===== src/hw/branch_bitset_pkg.sv =====
// Constants for the branch and bit-set execute block
package branch_bitset_pkg;
   localparam int PC_WIDTH = 21;
   localparam int BANK_WIDTH = 4;
   localparam logic [7:0] OP_BRANCH_NO_OVERFLOW = 8'he5;
   localparam logic [7:0] OP_BRANCH_NONZERO = 8'he1;
   localparam logic [7:0] OP_BRANCH_NON_NEGATIVE = 8'he7;
   localparam logic [4:0] OP_BRANCH_ALWAYS = 5'h1a;
   localparam logic [3:0] OP_SET_FILE_BIT = 4'h8;
   localparam int BIT_POS_LSB = 9;
   localparam int BANK_SEL_BIT = 8;
   localparam int STATUS_ZERO = 2;
   localparam int STATUS_OVERFLOW = 3;
   localparam int STATUS_NEGATIVE = 4;
   localparam logic [7:0] ACCESS_SPLIT = 8'h80;
   localparam logic [3:0] ACCESS_HIGH_BANK = 4'hf;
   localparam logic [1:0] Q_RESET = 2'h0;
endpackage


===== src/hw/branch_and_bitset_exec.sv =====
// Decode and execute for relative branches and the file bit-set instruction
`timescale 1ns/100ps
module branch_and_bitset_exec (
   input wire logic clk,
   input wire logic rst_b,
   input wire logic [15:0] instr,
   input wire logic instr_valid,
   input wire logic [branch_bitset_pkg::PC_WIDTH-1:0] pc_inc,
   input wire logic [7:0] status,
   input wire logic [branch_bitset_pkg::BANK_WIDTH-1:0] bank_select_reg,
   input wire logic [7:0] file_rdata,
   output logic [1:0] q_phase,
   output logic [11:0] file_addr,
   output logic file_rd,
   output logic file_wr,
   output logic [7:0] file_wdata,
   output logic pc_load,
   output logic [branch_bitset_pkg::PC_WIDTH-1:0] pc_target,
   output logic flush,
   output logic busy
);
   typedef enum logic [1:0] {
      ST_EXEC = 2'b00,
      ST_NOP = 2'b01
   } cyc_e;

   cyc_e state;
   cyc_e next_state;
   logic [2:0] bit_pos;
   logic [branch_bitset_pkg::PC_WIDTH-1:0] next_target;

   // The doubled 11-bit offset needs at least this PC width; the bank mux needs exactly four bank bits
   if (branch_bitset_pkg::PC_WIDTH < 13) begin : g_pc_width_check
      $error("pc width too narrow for a doubled 11-bit offset");
   end
   if (branch_bitset_pkg::BANK_WIDTH != 4) begin : g_bank_width_check
      $error("bank register must be four bits wide");
   end

   // Decode, qualified by a live instruction word
   wire live = instr_valid && state == ST_EXEC;
   wire dec_nov = live && instr[15:8] == branch_bitset_pkg::OP_BRANCH_NO_OVERFLOW;
   wire dec_nz = live && instr[15:8] == branch_bitset_pkg::OP_BRANCH_NONZERO;
   wire dec_nn = live && instr[15:8] == branch_bitset_pkg::OP_BRANCH_NON_NEGATIVE;
   wire dec_bra = live && instr[15:11] == branch_bitset_pkg::OP_BRANCH_ALWAYS;
   wire dec_bsf = live && instr[15:12] == branch_bitset_pkg::OP_SET_FILE_BIT;
   wire take_nov = dec_nov && !status[branch_bitset_pkg::STATUS_OVERFLOW];
   wire take_nz = dec_nz && !status[branch_bitset_pkg::STATUS_ZERO];
   wire take_nn = dec_nn && !status[branch_bitset_pkg::STATUS_NEGATIVE];
   wire taken = take_nov || take_nz || take_nn || dec_bra;

   // Offsets sign extended, then doubled; wraps at the PC width
   wire [branch_bitset_pkg::PC_WIDTH-1:0] off8 =
      {{(branch_bitset_pkg::PC_WIDTH-9){instr[7]}}, instr[7:0], 1'b0};
   wire [branch_bitset_pkg::PC_WIDTH-1:0] off11 =
      {{(branch_bitset_pkg::PC_WIDTH-12){instr[10]}}, instr[10:0], 1'b0};
   wire [branch_bitset_pkg::PC_WIDTH-1:0] calc_target =
      pc_inc + (dec_bra ? off11 : off8);

   // Access bank: low half is bank 0, high half is the top bank
   wire [3:0] access_bank = instr[7:0] >= branch_bitset_pkg::ACCESS_SPLIT ?
      branch_bitset_pkg::ACCESS_HIGH_BANK : 4'h0;
   wire [3:0] op_bank = instr[branch_bitset_pkg::BANK_SEL_BIT] ?
      4'(bank_select_reg) : access_bank;
   wire [11:0] op_addr = {op_bank, instr[7:0]};
   wire [7:0] set_mask = 8'h01 << bit_pos;

   // Only Q4 moves the state, so the dead cycle is always four whole quarters
   always_comb begin
      next_state = ST_EXEC;
      if (q_phase == 2'h3) begin
         next_state = taken ? ST_NOP : ST_EXEC;
      end else begin
         next_state = state;
      end
   end

   assign next_target = calc_target;

   // Quarter counter runs freely; instructions align to it, never the reverse
   always_ff @(posedge clk or negedge rst_b) begin
      if (!rst_b) begin
         q_phase <= branch_bitset_pkg::Q_RESET;
      end else begin
         q_phase <= q_phase + 2'h1;
      end
   end

   always_ff @(posedge clk or negedge rst_b) begin
      if (!rst_b) begin
         state <= ST_EXEC;
         bit_pos <= 3'h0;
         file_addr <= 12'h000;
      end else begin
         state <= next_state;
         if (q_phase == 2'h0 && dec_bsf) begin
            bit_pos <= instr[branch_bitset_pkg::BIT_POS_LSB +: 3];
            file_addr <= op_addr;
         end
      end
   end

   // Q2 read, Q3 modify, Q4 write: one instruction cycle
   always_ff @(posedge clk or negedge rst_b) begin
      if (!rst_b) begin
         file_rd <= 1'b0;
         file_wr <= 1'b0;
         file_wdata <= 8'h00;
      end else begin
         file_rd <= q_phase == 2'h0 && dec_bsf;
         // Read data is only trusted in Q3, one quarter after the read strobe
         if (q_phase == 2'h2 && dec_bsf) begin
            file_wdata <= file_rdata | set_mask;
         end
         file_wr <= q_phase == 2'h2 && dec_bsf;
      end
   end

   // Status flags are never written here; no flag output exists
   always_ff @(posedge clk or negedge rst_b) begin
      if (!rst_b) begin
         pc_load <= 1'b0;
         pc_target <= '0;
         flush <= 1'b0;
         busy <= 1'b0;
      end else begin
         pc_load <= q_phase == 2'h2 && taken;
         // Held after the load, so the fetch side may take it late
         if (q_phase == 2'h2 && taken) begin
            pc_target <= next_target;
         end
         flush <= q_phase == 2'h2 && taken;
         // From next_state, so busy is already up in the first dead quarter
         busy <= next_state == ST_NOP;
      end
   end

   // Pulses are checked against the quarter count, which no instruction can stall
   a_set_writes_bit: assert property (@(posedge clk) disable iff (!rst_b)
      file_wr |-> file_wdata[bit_pos] && file_wdata == ($past(file_rdata) | set_mask))
      else $error("bit-set wrote wrong data");
   a_load_in_q4: assert property (@(posedge clk) disable iff (!rst_b)
      pc_load |-> q_phase == 2'h3 && flush)
      else $error("pc load outside Q4");
   a_nop_cycle_after: assert property (@(posedge clk) disable iff (!rst_b)
      pc_load |=> state == ST_NOP [*4] ##1 state == ST_EXEC)
      else $error("taken branch did not last two cycles");
   a_target_sum: assert property (@(posedge clk) disable iff (!rst_b)
      q_phase == 2'h2 && taken |=> pc_target == $past(calc_target))
      else $error("branch target wrong");
   a_bra_always: assert property (@(posedge clk) disable iff (!rst_b)
      q_phase == 2'h2 && dec_bra |=> pc_load)
      else $error("unconditional branch not taken");
   a_nov_cond: assert property (@(posedge clk) disable iff (!rst_b)
      q_phase == 2'h2 && dec_nov && status[branch_bitset_pkg::STATUS_OVERFLOW]
      && !dec_bra |=> !pc_load)
      else $error("overflow branch taken with flag set");
   a_nz_cond: assert property (@(posedge clk) disable iff (!rst_b)
      q_phase == 2'h2 && dec_nz |=>
      pc_load == !$past(status[branch_bitset_pkg::STATUS_ZERO]))
      else $error("nonzero branch decision wrong");
   a_nn_cond: assert property (@(posedge clk) disable iff (!rst_b)
      q_phase == 2'h2 && dec_nn |=>
      pc_load == !$past(status[branch_bitset_pkg::STATUS_NEGATIVE]))
      else $error("non-negative branch decision wrong");
   a_bank_access: assert property (@(posedge clk) disable iff (!rst_b)
      q_phase == 2'h0 && dec_bsf && !instr[branch_bitset_pkg::BANK_SEL_BIT]
      |=> file_addr[11:8] == $past(access_bank))
      else $error("access bank not used");
   a_bank_reg: assert property (@(posedge clk) disable iff (!rst_b)
      q_phase == 2'h0 && dec_bsf && instr[branch_bitset_pkg::BANK_SEL_BIT]
      |=> file_addr[11:8] == $past(4'(bank_select_reg)))
      else $error("bank register not used");
   a_access_split: assert property (@(posedge clk) disable iff (!rst_b)
      q_phase == 2'h0 && dec_bsf && !instr[branch_bitset_pkg::BANK_SEL_BIT] |=>
      file_addr[11:8] == ($past(instr[7]) ? branch_bitset_pkg::ACCESS_HIGH_BANK : 4'h0))
      else $error("access bank split wrong");
   a_flush_with_load: assert property (@(posedge clk) disable iff (!rst_b)
      flush == pc_load)
      else $error("flush and pc load out of step");
   a_load_single: assert property (@(posedge clk) disable iff (!rst_b)
      pc_load |=> !pc_load)
      else $error("pc load longer than one quarter");
   a_busy_length: assert property (@(posedge clk) disable iff (!rst_b)
      $rose(busy) |-> busy [*4] ##1 !busy)
      else $error("dead cycle not four quarters");
   a_nop_quiet: assert property (@(posedge clk) disable iff (!rst_b)
      state == ST_NOP |-> !file_rd && !file_wr && !pc_load)
      else $error("activity in the dead cycle");
   a_not_taken_short: assert property (@(posedge clk) disable iff (!rst_b)
      q_phase == 2'h2 && (dec_nov || dec_nz || dec_nn) && !taken |=> !pc_load ##1 !busy)
      else $error("untaken branch stretched");
   a_rd_in_q2: assert property (@(posedge clk) disable iff (!rst_b)
      file_rd |-> q_phase == 2'h1 ##2 file_wr)
      else $error("read and write not in Q2 and Q4");
   a_wr_single: assert property (@(posedge clk) disable iff (!rst_b)
      file_wr |=> !file_wr && !file_rd)
      else $error("write longer than one quarter");

   // Main scenarios that the bench is expected to reach
   c_taken: cover property (@(posedge clk) disable iff (!rst_b) pc_load && !dec_bra);
   c_bra: cover property (@(posedge clk) disable iff (!rst_b) q_phase == 2'h2 && dec_bra);
   c_not_taken: cover property (@(posedge clk) disable iff (!rst_b)
      q_phase == 2'h2 && dec_nz && !taken);
   c_bitset: cover property (@(posedge clk) disable iff (!rst_b) file_wr);
   c_dead_cycle_offer: cover property (@(posedge clk) disable iff (!rst_b)
      busy && instr_valid);
endmodule


===== config.mk =====
export PLATFORM = sky130hd
export DESIGN_NAME = branch_and_bitset_exec
export DESIGN_NICKNAME = d
export VERILOG_FILES = /design/src/hw/branch_bitset_pkg.sv /design/src/hw/branch_and_bitset_exec.sv
export SDC_FILE = /design/constraint.sdc
export NUM_CORES = 1
export LEC_CHECK = 0
export BUFFER_PORTS_ARGS = -buffer_cell sky130_fd_sc_hd__buf_2
export CAP_MARGIN = 20
export CORE_MARGIN = 2
export CORE_UTILIZATION = 46
export CTS_BUF_LIST = sky130_fd_sc_hd__clkbuf_16
export DETAILED_ROUTE_END_ITERATION = 8
export GPL_TIMING_DRIVEN = 1
export PLACE_DENSITY = 0.73
export SLEW_MARGIN = 20
export SYNTH_ARGS = -nofsm -noshare
export SYNTH_HDL_FRONTEND = slang
export SYNTH_SLANG_ARGS = --single-unit

===== constraint.sdc =====
create_clock -name clk -period 2.68 [get_ports clk]
set_clock_uncertainty 0.15 [all_clocks]
set_input_delay 0.134 -clock clk [delete_from_list [all_inputs] [get_ports clk]]
set_output_delay 0.134 -clock clk [all_outputs]
set_load 0.005 [all_outputs]

After elaboration in Yosys (flattened, before gate mapping)
Index checks and enable logic that the tools add are counted.
- add/subtract/negate cells: 2
- magnitude comparators: 1
- eq/ne operators: 8
- shifts and indexed selects: 1
- mux-type cells: 5
- bitwise operators: 1
- reduce and logical (&&, ||, !) cells: 20
- operator list (cell ; count):
    $eq 8x8->1 const B ; 3
    $add 21x21->21 ; 1
    $mux 21 ; 1
    $logic_and 1x1->1 ; 12
    $ge 8x8->1 const B ; 1
    $mux 4 ; 2
    $or 8x8->8 ; 1
    $shl 1x3->8 const A ; 1
    $eq 5x5->1 const B ; 1
    $eq 2x2->1 const B ; 2
    $eq 4x4->1 const B ; 1
    $logic_not 2->1 ; 2
    $logic_not 1->1 ; 3
    $logic_or 1x1->1 ; 3
    $add 2x1->2 const B ; 1
    $eq 2x1->1 const B ; 1
    $mux 2 ; 1
    $mux 1 ; 1
- bits in registers: 52
- output and inout bits: 48
- word-level logic and storage cells: 48

Logic depth before layout (Yosys ltp)
Gate-level depths: netlist (run 1).
- depth after elaboration: 10
- gate-level depth with buffers: 11
- gate-level depth less buffers: 10

Worst setup path after synthesis (run 1)
Ideal clock, no wire load.
- kind: flip-flop to flip-flop
- start: register state[0]
- end: register pc_target[17] (netlist name)
- library setup time: 0.134 ns
- arrival time: 2.687 ns
- required time: 2.396 ns
- setup slack: -0.292 ns
- stages on the path, launching flop included: 12
- path buffers: 1
- path through: dfrtp_1 nand4bb_4 o41a_1 a31o_4 ha_1 buf_2 a21oi_1 o21ai_1 a21o_1 a221oi_2 o21a_1 o211ai_1
- cells in the longest elaborated chain, start to end: 8
- elaborated cells on any way between the ends: 15
- ends and longest elaborated chain (element ; line ; RTL):
    start, declared ; branch_and_bitset_exec.sv:27 ; cyc_e state;
    start signal, assigned ; branch_and_bitset_exec.sv:95 ; state <= next_state;
    $logic_not 2->1 * ; branch_and_bitset_exec.sv:41 ; wire live = instr_valid && state == ST_EXEC;
    $logic_and 1x1->1 * ; branch_and_bitset_exec.sv:41 ;
    parallel branches: the longest is 6 deep, another holds $add 21x21->21 ; - ;
    end signal, assigned ; branch_and_bitset_exec.sv:130 ; pc_target <= next_target;
    end, declared ; branch_and_bitset_exec.sv:18 ; output logic [branch_bitset_pkg::PC_WIDTH-1:0] pc_target,
Mark *: on every way between the ends.
A chain may end at the register's enable or synchronous reset.

Final worst setup path (run 1)
- start: register state[1]
- end: register pc_target[18] (netlist name)
Same word-level chain as after synthesis.

==> results_dict.tcl, run 1 <==
set metrics [dict create \
    antenna_found_initial 0 \
    die_h_um 86.8 \
    fmax_ghz 0.340 \
    clockRootBuffer "clkbuf_16" \
    drt_first_pass_iters 4 \
    htreeDepth 2 \
    grt_use_met2_pct 39.9 \
    cp.arrival_ns 2.99 \
    ir_worst_vdd_mv 0.303 \
    crit_path_frequent_cell "o21a_1" \
    drtIter0Drc 99 \
    status "complete, but fails checks" \
    violations "hold timing, setup timing" \
    crit_family "compound AO/OA/AOI/OAI gates" \
    cts-buffers-inserted 5 \
    crit_path_max_incr_delay_ns 0.43 \
    finalSetupViolations 8 \
    num_rows 30 \
    via_per_inst 5.34 \
    p_leak_nw 2.34 \
    power.total_mw 2.15 \
    cap_viol_max_count 0 \
    vias 3057 \
    cts_tree "yes" \
    path_cells "nand4bb_4 > o41a_1 > a31o_4 > ha_4 > a21oi_2 > o21ai_2 > o21a_1 > o21a_1 > o31a_1 > o31ai_2" \
    slowest_stage "o41a_1" \
    portBuffers 102 \
    async_reset_ff_share_pct 100 \
    crit_buf_inv 0 \
    utilization_pct 69.9 \
    dp_slack_ns -0.321 \
    critPathLaunchType "register" \
    final_cell_mix "buf_2, nand2_1, dfrtp_1, buf_4, o21ai_0" \
    clkTransAtPathRegs_ns 0.07 \
    route.detailed.drc 0 \
    relSlewSlack_pct 56.3 \
    ys_types 58 \
    syn2layout_area_growth_pct 49.1 \
    insertion_delay_ns 0.28 \
    yosys.area.top_type "dfrtp_1" \
    synth_nets 420 \
    finalCritPeriodShare_pct 110 \
    synth.area.top_cells "dfrtp_1, ha_1, nand2_1, o21ai_0, a21oi_1" \
    grt-busiest-layer "met2" \
    synth_seq_cells 52 \
    grt_pass1_wl_mm 13.7 \
    drive_gt1_share_pct 45.0 \
    fillers 515 \
    grt_max_degree 36 \
    p_sw_uw 627 \
    seqCellArea_um2 1300 \
    avgSynthCellArea_um2 9.40 \
    pwr-share-seq_pct 41.5 \
    start_util_pct 46.9 \
    grt_pass1_vias 2982 \
    clkPwrFrac_pct 28.0 \
    switching_share_pct 29.2 \
    timing.hold.ws_ns -0.00627 \
    required_ns 2.72 \
    crit_type "register to register" \
    fin_crit_ns 2.94 \
    finalNetCount 578 \
    totalWireLength_mm 8.59 \
    design.portCount 108 \
    ant_nets 0 \
    critPathMaxFanout 5 \
    fp.dieW_um 86.8 \
    multi_input_area_um2 2090 \
    synth.cell_area_um2 3150 \
    gp_congestion 0.867 \
    combPwrFrac_pct 30.5 \
    holdCritPathClass "input port to register" \
    hold_viol_final 1 \
    place_hpwl_mm 6.21 \
    use_met1_pct 29.3 \
    synth_top_area_share_pct 41.3 \
    clock_sinks 52 \
    grt_use_total_pct 22.9 \
    dieArea_um2 7530 \
    core_um2 6720 \
    wire_per_inst_um 15.0 \
    yosysWarnings 0 \
    antenna_cells 0 \
    internal_power_mw 1.52 \
    yosysSeqAreaShare_pct 41.3 \
    rsz0062_at_grt "yes" \
    end_kind "register" \
    syn_inst 335 \
    power.density_nw_per_um2 458 \
    slew_violations 0 \
    fin_ws_ns -0.262 \
    gr-total-overflow 0 \
    clockBufferDepth 2 \
    worst_pin_slew_ns 0.654 \
    final_common_cell "buf_2" \
    yosys_most_used_dff "dfrtp_1" \
    synth_edf_count 0 \
    grtUsageMet3_pct 3.14 \
]
[worst min-delay path, cell delays in order]
cell	delay (ns)
buf_2	0.07
a21oi_1	0.05
o21ai_0	0.13
[per-stage QoR]
| stage | instances | TNS [ns] | area (µm²) | hold WS (ns) |
|---|---|---|---|---|
| 3_3_place_gp | 546 | -1.36 | 4040 | -0.0690 |
| 2_1_floorplan | 335 | -0.748 | 3200 | -0.312 |
| 3_5_place_dp | 546 | -2.02 | 4040 | -0.0608 |
| 5_1_grt | 573 | -2.55 | 4700 | 0.0316 |
| 4_1_cts | 571 | -2.05 | 4480 | 0.00110 |
| 6_report | 573 | -1.64 | 4700 | -0.00627 |
[cell usage after synthesis, drive strengths merged, types with 3 or more instances]
master and n:
nand2b 5, a21oi 29, clkbuf 7, nor3 4, nand2 58, o21ai 37
mux2 7, a31o 3, and3 3, nand4 3, o211ai 5, ha 24
dfrtp 52, o21a 5, a31oi 7, nor2b 3, buf 4, nor2 9
o31ai 3, inv 16, xnor2 5, a21o 7, nand3 5, xor2 7
[what timing repair did]
action	4_1_cts	5_1_grt
gates cloned	1	0
gates resized for setup	22	41
hold buffers	15	0
hold endpoints to repair	31	0
endpoints found under the setup margin	9	11
buffers inserted	3	3
pin swaps	13	17
[cell families (layout without fill, tap and decap cells)]
family / after synthesis / count (layout) / share of synthesized area, %
compound gates: 111 / 112 / 22.6
simple gates: 100 / 100 / 16.0
mux: 8 / 8 / 2.82
xor+xnor: 12 / 12 / 3.57
buf+inv: 27 / 184 / 3.53
fa+ha+maj: 25 / 25 / 10.2
flops: 52 / 52 / 41.3
[flip-flops by register name, indices dropped and copies added (netlist names)]
name,flops
pc_target,21
file_wr,1
file_wdata,8
bit_pos,3
file_addr,12
state,2
file_rd,1
q_phase,2
pc_load,1
busy,1
[path summary, 6_finish.rpt]
| path | startpoint | end | slack [ns] | cells past startpoint |
|---|---|---|---|---|
| max | state[1]$_DFF_PN0_ | pc_target[18]$_DFFE_PN0P_ | -0.26 | 10 |
| min | bank_select_reg[3] | file_addr[11]$_DFFE_PN0P_ | -0.006 | 3 |
| max reg2reg | state[1]$_DFF_PN0_ | pc_target[18]$_DFFE_PN0P_ | -0.26 | 10 |
| min reg2reg | pc_target[0]$_DFFE_PN0P_ | pc_target[0]$_DFFE_PN0P_ | 0.32 | 2 |
| max in group asynchronous | rst_b | pc_target[19]$_DFFE_PN0P_ | 1.43 | 3 |
| min in group asynchronous | rst_b | file_addr[1]$_DFFE_PN0P_ | 0.17 | 2 |
[final cells by class]
cell class              instances  area share, %
multi-input cells             257           44.5
flip-flops and latches         52           27.7
repair buffers                161           21.5
clock buffers                   5           2.66
well taps                      80           2.13
inverters                      16           1.28
clock inverters                 2          0.266
[power by group through the flow]
stage	sequential, mW	clock (mW)	combinational, mW
after detailed placement	0.905	0	0.537
after global placement	0.904	0	0.528
after global routing	0.902	0.647	0.726
final	0.892	0.602	0.657
after floorplan	0.909	0	0.283
after CTS	0.891	0.621	0.597
[per-layer routing]
metal | share of wire (%) | vias up
met4 | 1.4 | 0
met5 | 0 | -
li1 | - | 1521
met1 | 44 | 1426
met2 | 49 | 100
met3 | 5.6 | 10
(Power assumes the default switching activity.)
==> run 2, diff against run 1 <==
Settings changed: GPL_TIMING_DRIVEN 1 to 0, PLACE_DENSITY 0.73 to 0.83, SETUP_SLACK_MARGIN from default to 0.05.
==> run 2 against run 1 <==
The flow finishes with violations (setup timing). Setup slack got worse by 0.17 ns. First-iteration DRC count is 94% higher. Non-clock buffer count fell by 4. Flip-flop and latch count unchanged. Fmax is 5.4% lower. Utilization up 1.1 points. Hold slack better by 0.012 ns. Critical endpoint unchanged.
==> results_dict.tcl, run 2 (synthesized netlist as in run 1, its figures left out) <==
set metrics [dict create \
    finalNetCount 573 \
    top_regs "pc_target: 21 flops, file_addr: 12 flops, file_wdata: 8 flops" \
    core_um2 6720 \
    clockRootBuffer "clkbuf_16" \
    finalSetupViolations 9 \
    critPathMaxFanout 5 \
    worst_pin_slew_ns 0.655 \
    fin_ws_ns -0.429 \
    cp.arrival_ns 3.13 \
    insertion_delay_ns 0.28 \
    dieArea_um2 7530 \
    grt_use_total_pct 23.8 \
    final_cell_mix "buf_2, nand2_1, dfrtp_1, o21ai_0, buf_4" \
    slew_violations 0 \
    crit_path_max_incr_delay_ns 0.39 \
    gp_congestion 0.867 \
    via_per_inst 5.71 \
    drive_gt1_share_pct 41.7 \
    clock_sinks 52 \
    design.portCount 108 \
    vias 3244 \
    start_util_pct 46.9 \
    fmax_ghz 0.322 \
    critPathLaunchType "register" \
    portBuffers 102 \
    crit_type "register to register" \
    cts-buffers-inserted 5 \
    grt_max_degree 53 \
    path_cells "nand4bb_4 > buf_4 > nor3_4 > a31o_4 > buf_8 > ha_4 > a21oi_4 > o21ai_2 > o21a_1 > o21a_1 > o31a_1 > o31ai_1" \
    crit_path_frequent_cell "o21a_1" \
    htreeDepth 2 \
    end_kind "register" \
    dpl_cell_area_um2 3820 \
    relSlewSlack_pct 56.4 \
    finalCritPeriodShare_pct 116 \
    violations "setup timing" \
    grt_pass1_wl_mm 14.1 \
    hold_viol_final 0 \
    fp.dieW_um 86.8 \
    rsz0062_at_grt "yes" \
    timing.hold.ws_ns 0.00531 \
    multi_input_area_um2 2160 \
    required_ns 2.70 \
    fin_tns_setup_ns -2.60 \
    ant_nets 0 \
    die_h_um 86.8 \
    num_rows 30 \
    final_cell_area_um2 4770 \
    crit_buf_inv 2 \
    route.detailed.drc 0 \
    crit_family "compound AO/OA/AOI/OAI gates" \
    final_common_cell "buf_2" \
    cts_tree "yes" \
    fin_crit_ns 3.11 \
    clkTransAtPathRegs_ns 0.06 \
    clockBufferDepth 2 \
    status "complete, but fails checks" \
    wire_per_inst_um 17.6 \
    top_register "pc_target" \
    p_leak_nw 2.32 \
    slowest_stage "dfrtp_1" \
    grt_pass1_vias 3091 \
    antenna_found_initial 1 \
    cap_viol_max_count 0 \
    holdCritPathClass "input port to register" \
    syn2layout_area_growth_pct 51.4 \
    fillers 438 \
    drt_first_pass_iters 4 \
    power.density_nw_per_um2 477 \
    place_hpwl_mm 5.85 \
    power.total_mw 2.27 \
    totalWireLength_mm 9.99 \
    dp_slack_ns -0.460 \
    gr-total-overflow 0 \
    seqCellArea_um2 1300 \
    drtIter0Drc 192 \
    ir_worst_vdd_mv 0.298 \
    largest_reg_flops 21 \
]
## run 2: changes by cell type in the layout (fill, tap and decap cells not counted), sizes merged
cell,previous run,this run
a31o,4,3
buf,146,131
bufinv,0,1
clkbuf,5,10
clkinv,1,0
clkinvlp,1,0
diode,0,1
dlygate4sd3,15,21
## run 2: per-layer routing
| layer | track usage (%) | up-vias | wire length, µm |
|---|---|---|---|
| li1 | - | 1509 | - |
| met4 | 10.1 | 0 | 350 |
| met2 | 43.6 | 150 | 5140 |
| met3 | 4.29 | 33 | 592 |
| met5 | 0 | - | 0 |
| met1 | 27.1 | 1552 | 3910 |
## run 2: path summary, 6_finish.rpt
| check | startpoint | to | slack [ns] | cells past startpoint |
|---|---|---|---|---|
| max in group asynchronous | rst_b | pc_load$_DFF_PN0_ | 1.66 | 2 |
| setup / recovery | state[0]$_DFF_PN0_ | pc_target[18]$_DFFE_PN0P_ | -0.43 | 12 |
| hold / removal | bank_select_reg[3] | file_addr[11]$_DFFE_PN0P_ | 0.005 | 3 |
| hold reg to reg | file_wdata[6]$_DFFE_PN0P_ | file_wdata[6]$_DFFE_PN0P_ | 0.32 | 2 |
| setup reg to reg | state[0]$_DFF_PN0_ | pc_target[18]$_DFFE_PN0P_ | -0.43 | 12 |
| min in group asynchronous | rst_b | file_addr[11]$_DFFE_PN0P_ | 0.28 | 2 |
## run 2: where the power goes
group,internal (mW),switching [mW]
Clock,0.430,0.253
Combinational,0.338,0.359
Sequential,0.852,0.0413
Total,1.62,0.653
## run 2: worst register-to-register path: cells and delay by family (launching register included)
family | cells | cell delay (ns)
AOI/OAI and AO/OA | 7 | 1.44
and+or+nand+nor | 2 | 0.49
DFF | 1 | 0.39
buffers and inverters | 2 | 0.31
adders and majority gates | 1 | 0.22
## run 2: metrics by stage
step,util (%),std cells
after global routing,71.0,568
after detailed placement,56.8,517
final,71.0,568
after global placement,56.8,517
after floorplan,-,335
after CTS,66.8,557
## run 2: timing repair
action                                 4_1_cts  5_1_grt
pin swaps                                   29       32
gates resized for setup                     39       35
setup endpoints to repair                    9       12
endpoints found under the hold margin       72        0
buffers inserted                            15       11
hold buffers                                21        0
## run 2: final cells by class
class,count,area share (%)
inverter,16,1.26
clock buffer,5,2.62
timing repair buffer,149,19.8
antenna,1,0.0525
multi-input combinational,256,45.3
tap,80,2.10
clock inverter,1,0.630
buffer,8,0.971
sequential,52,27.3
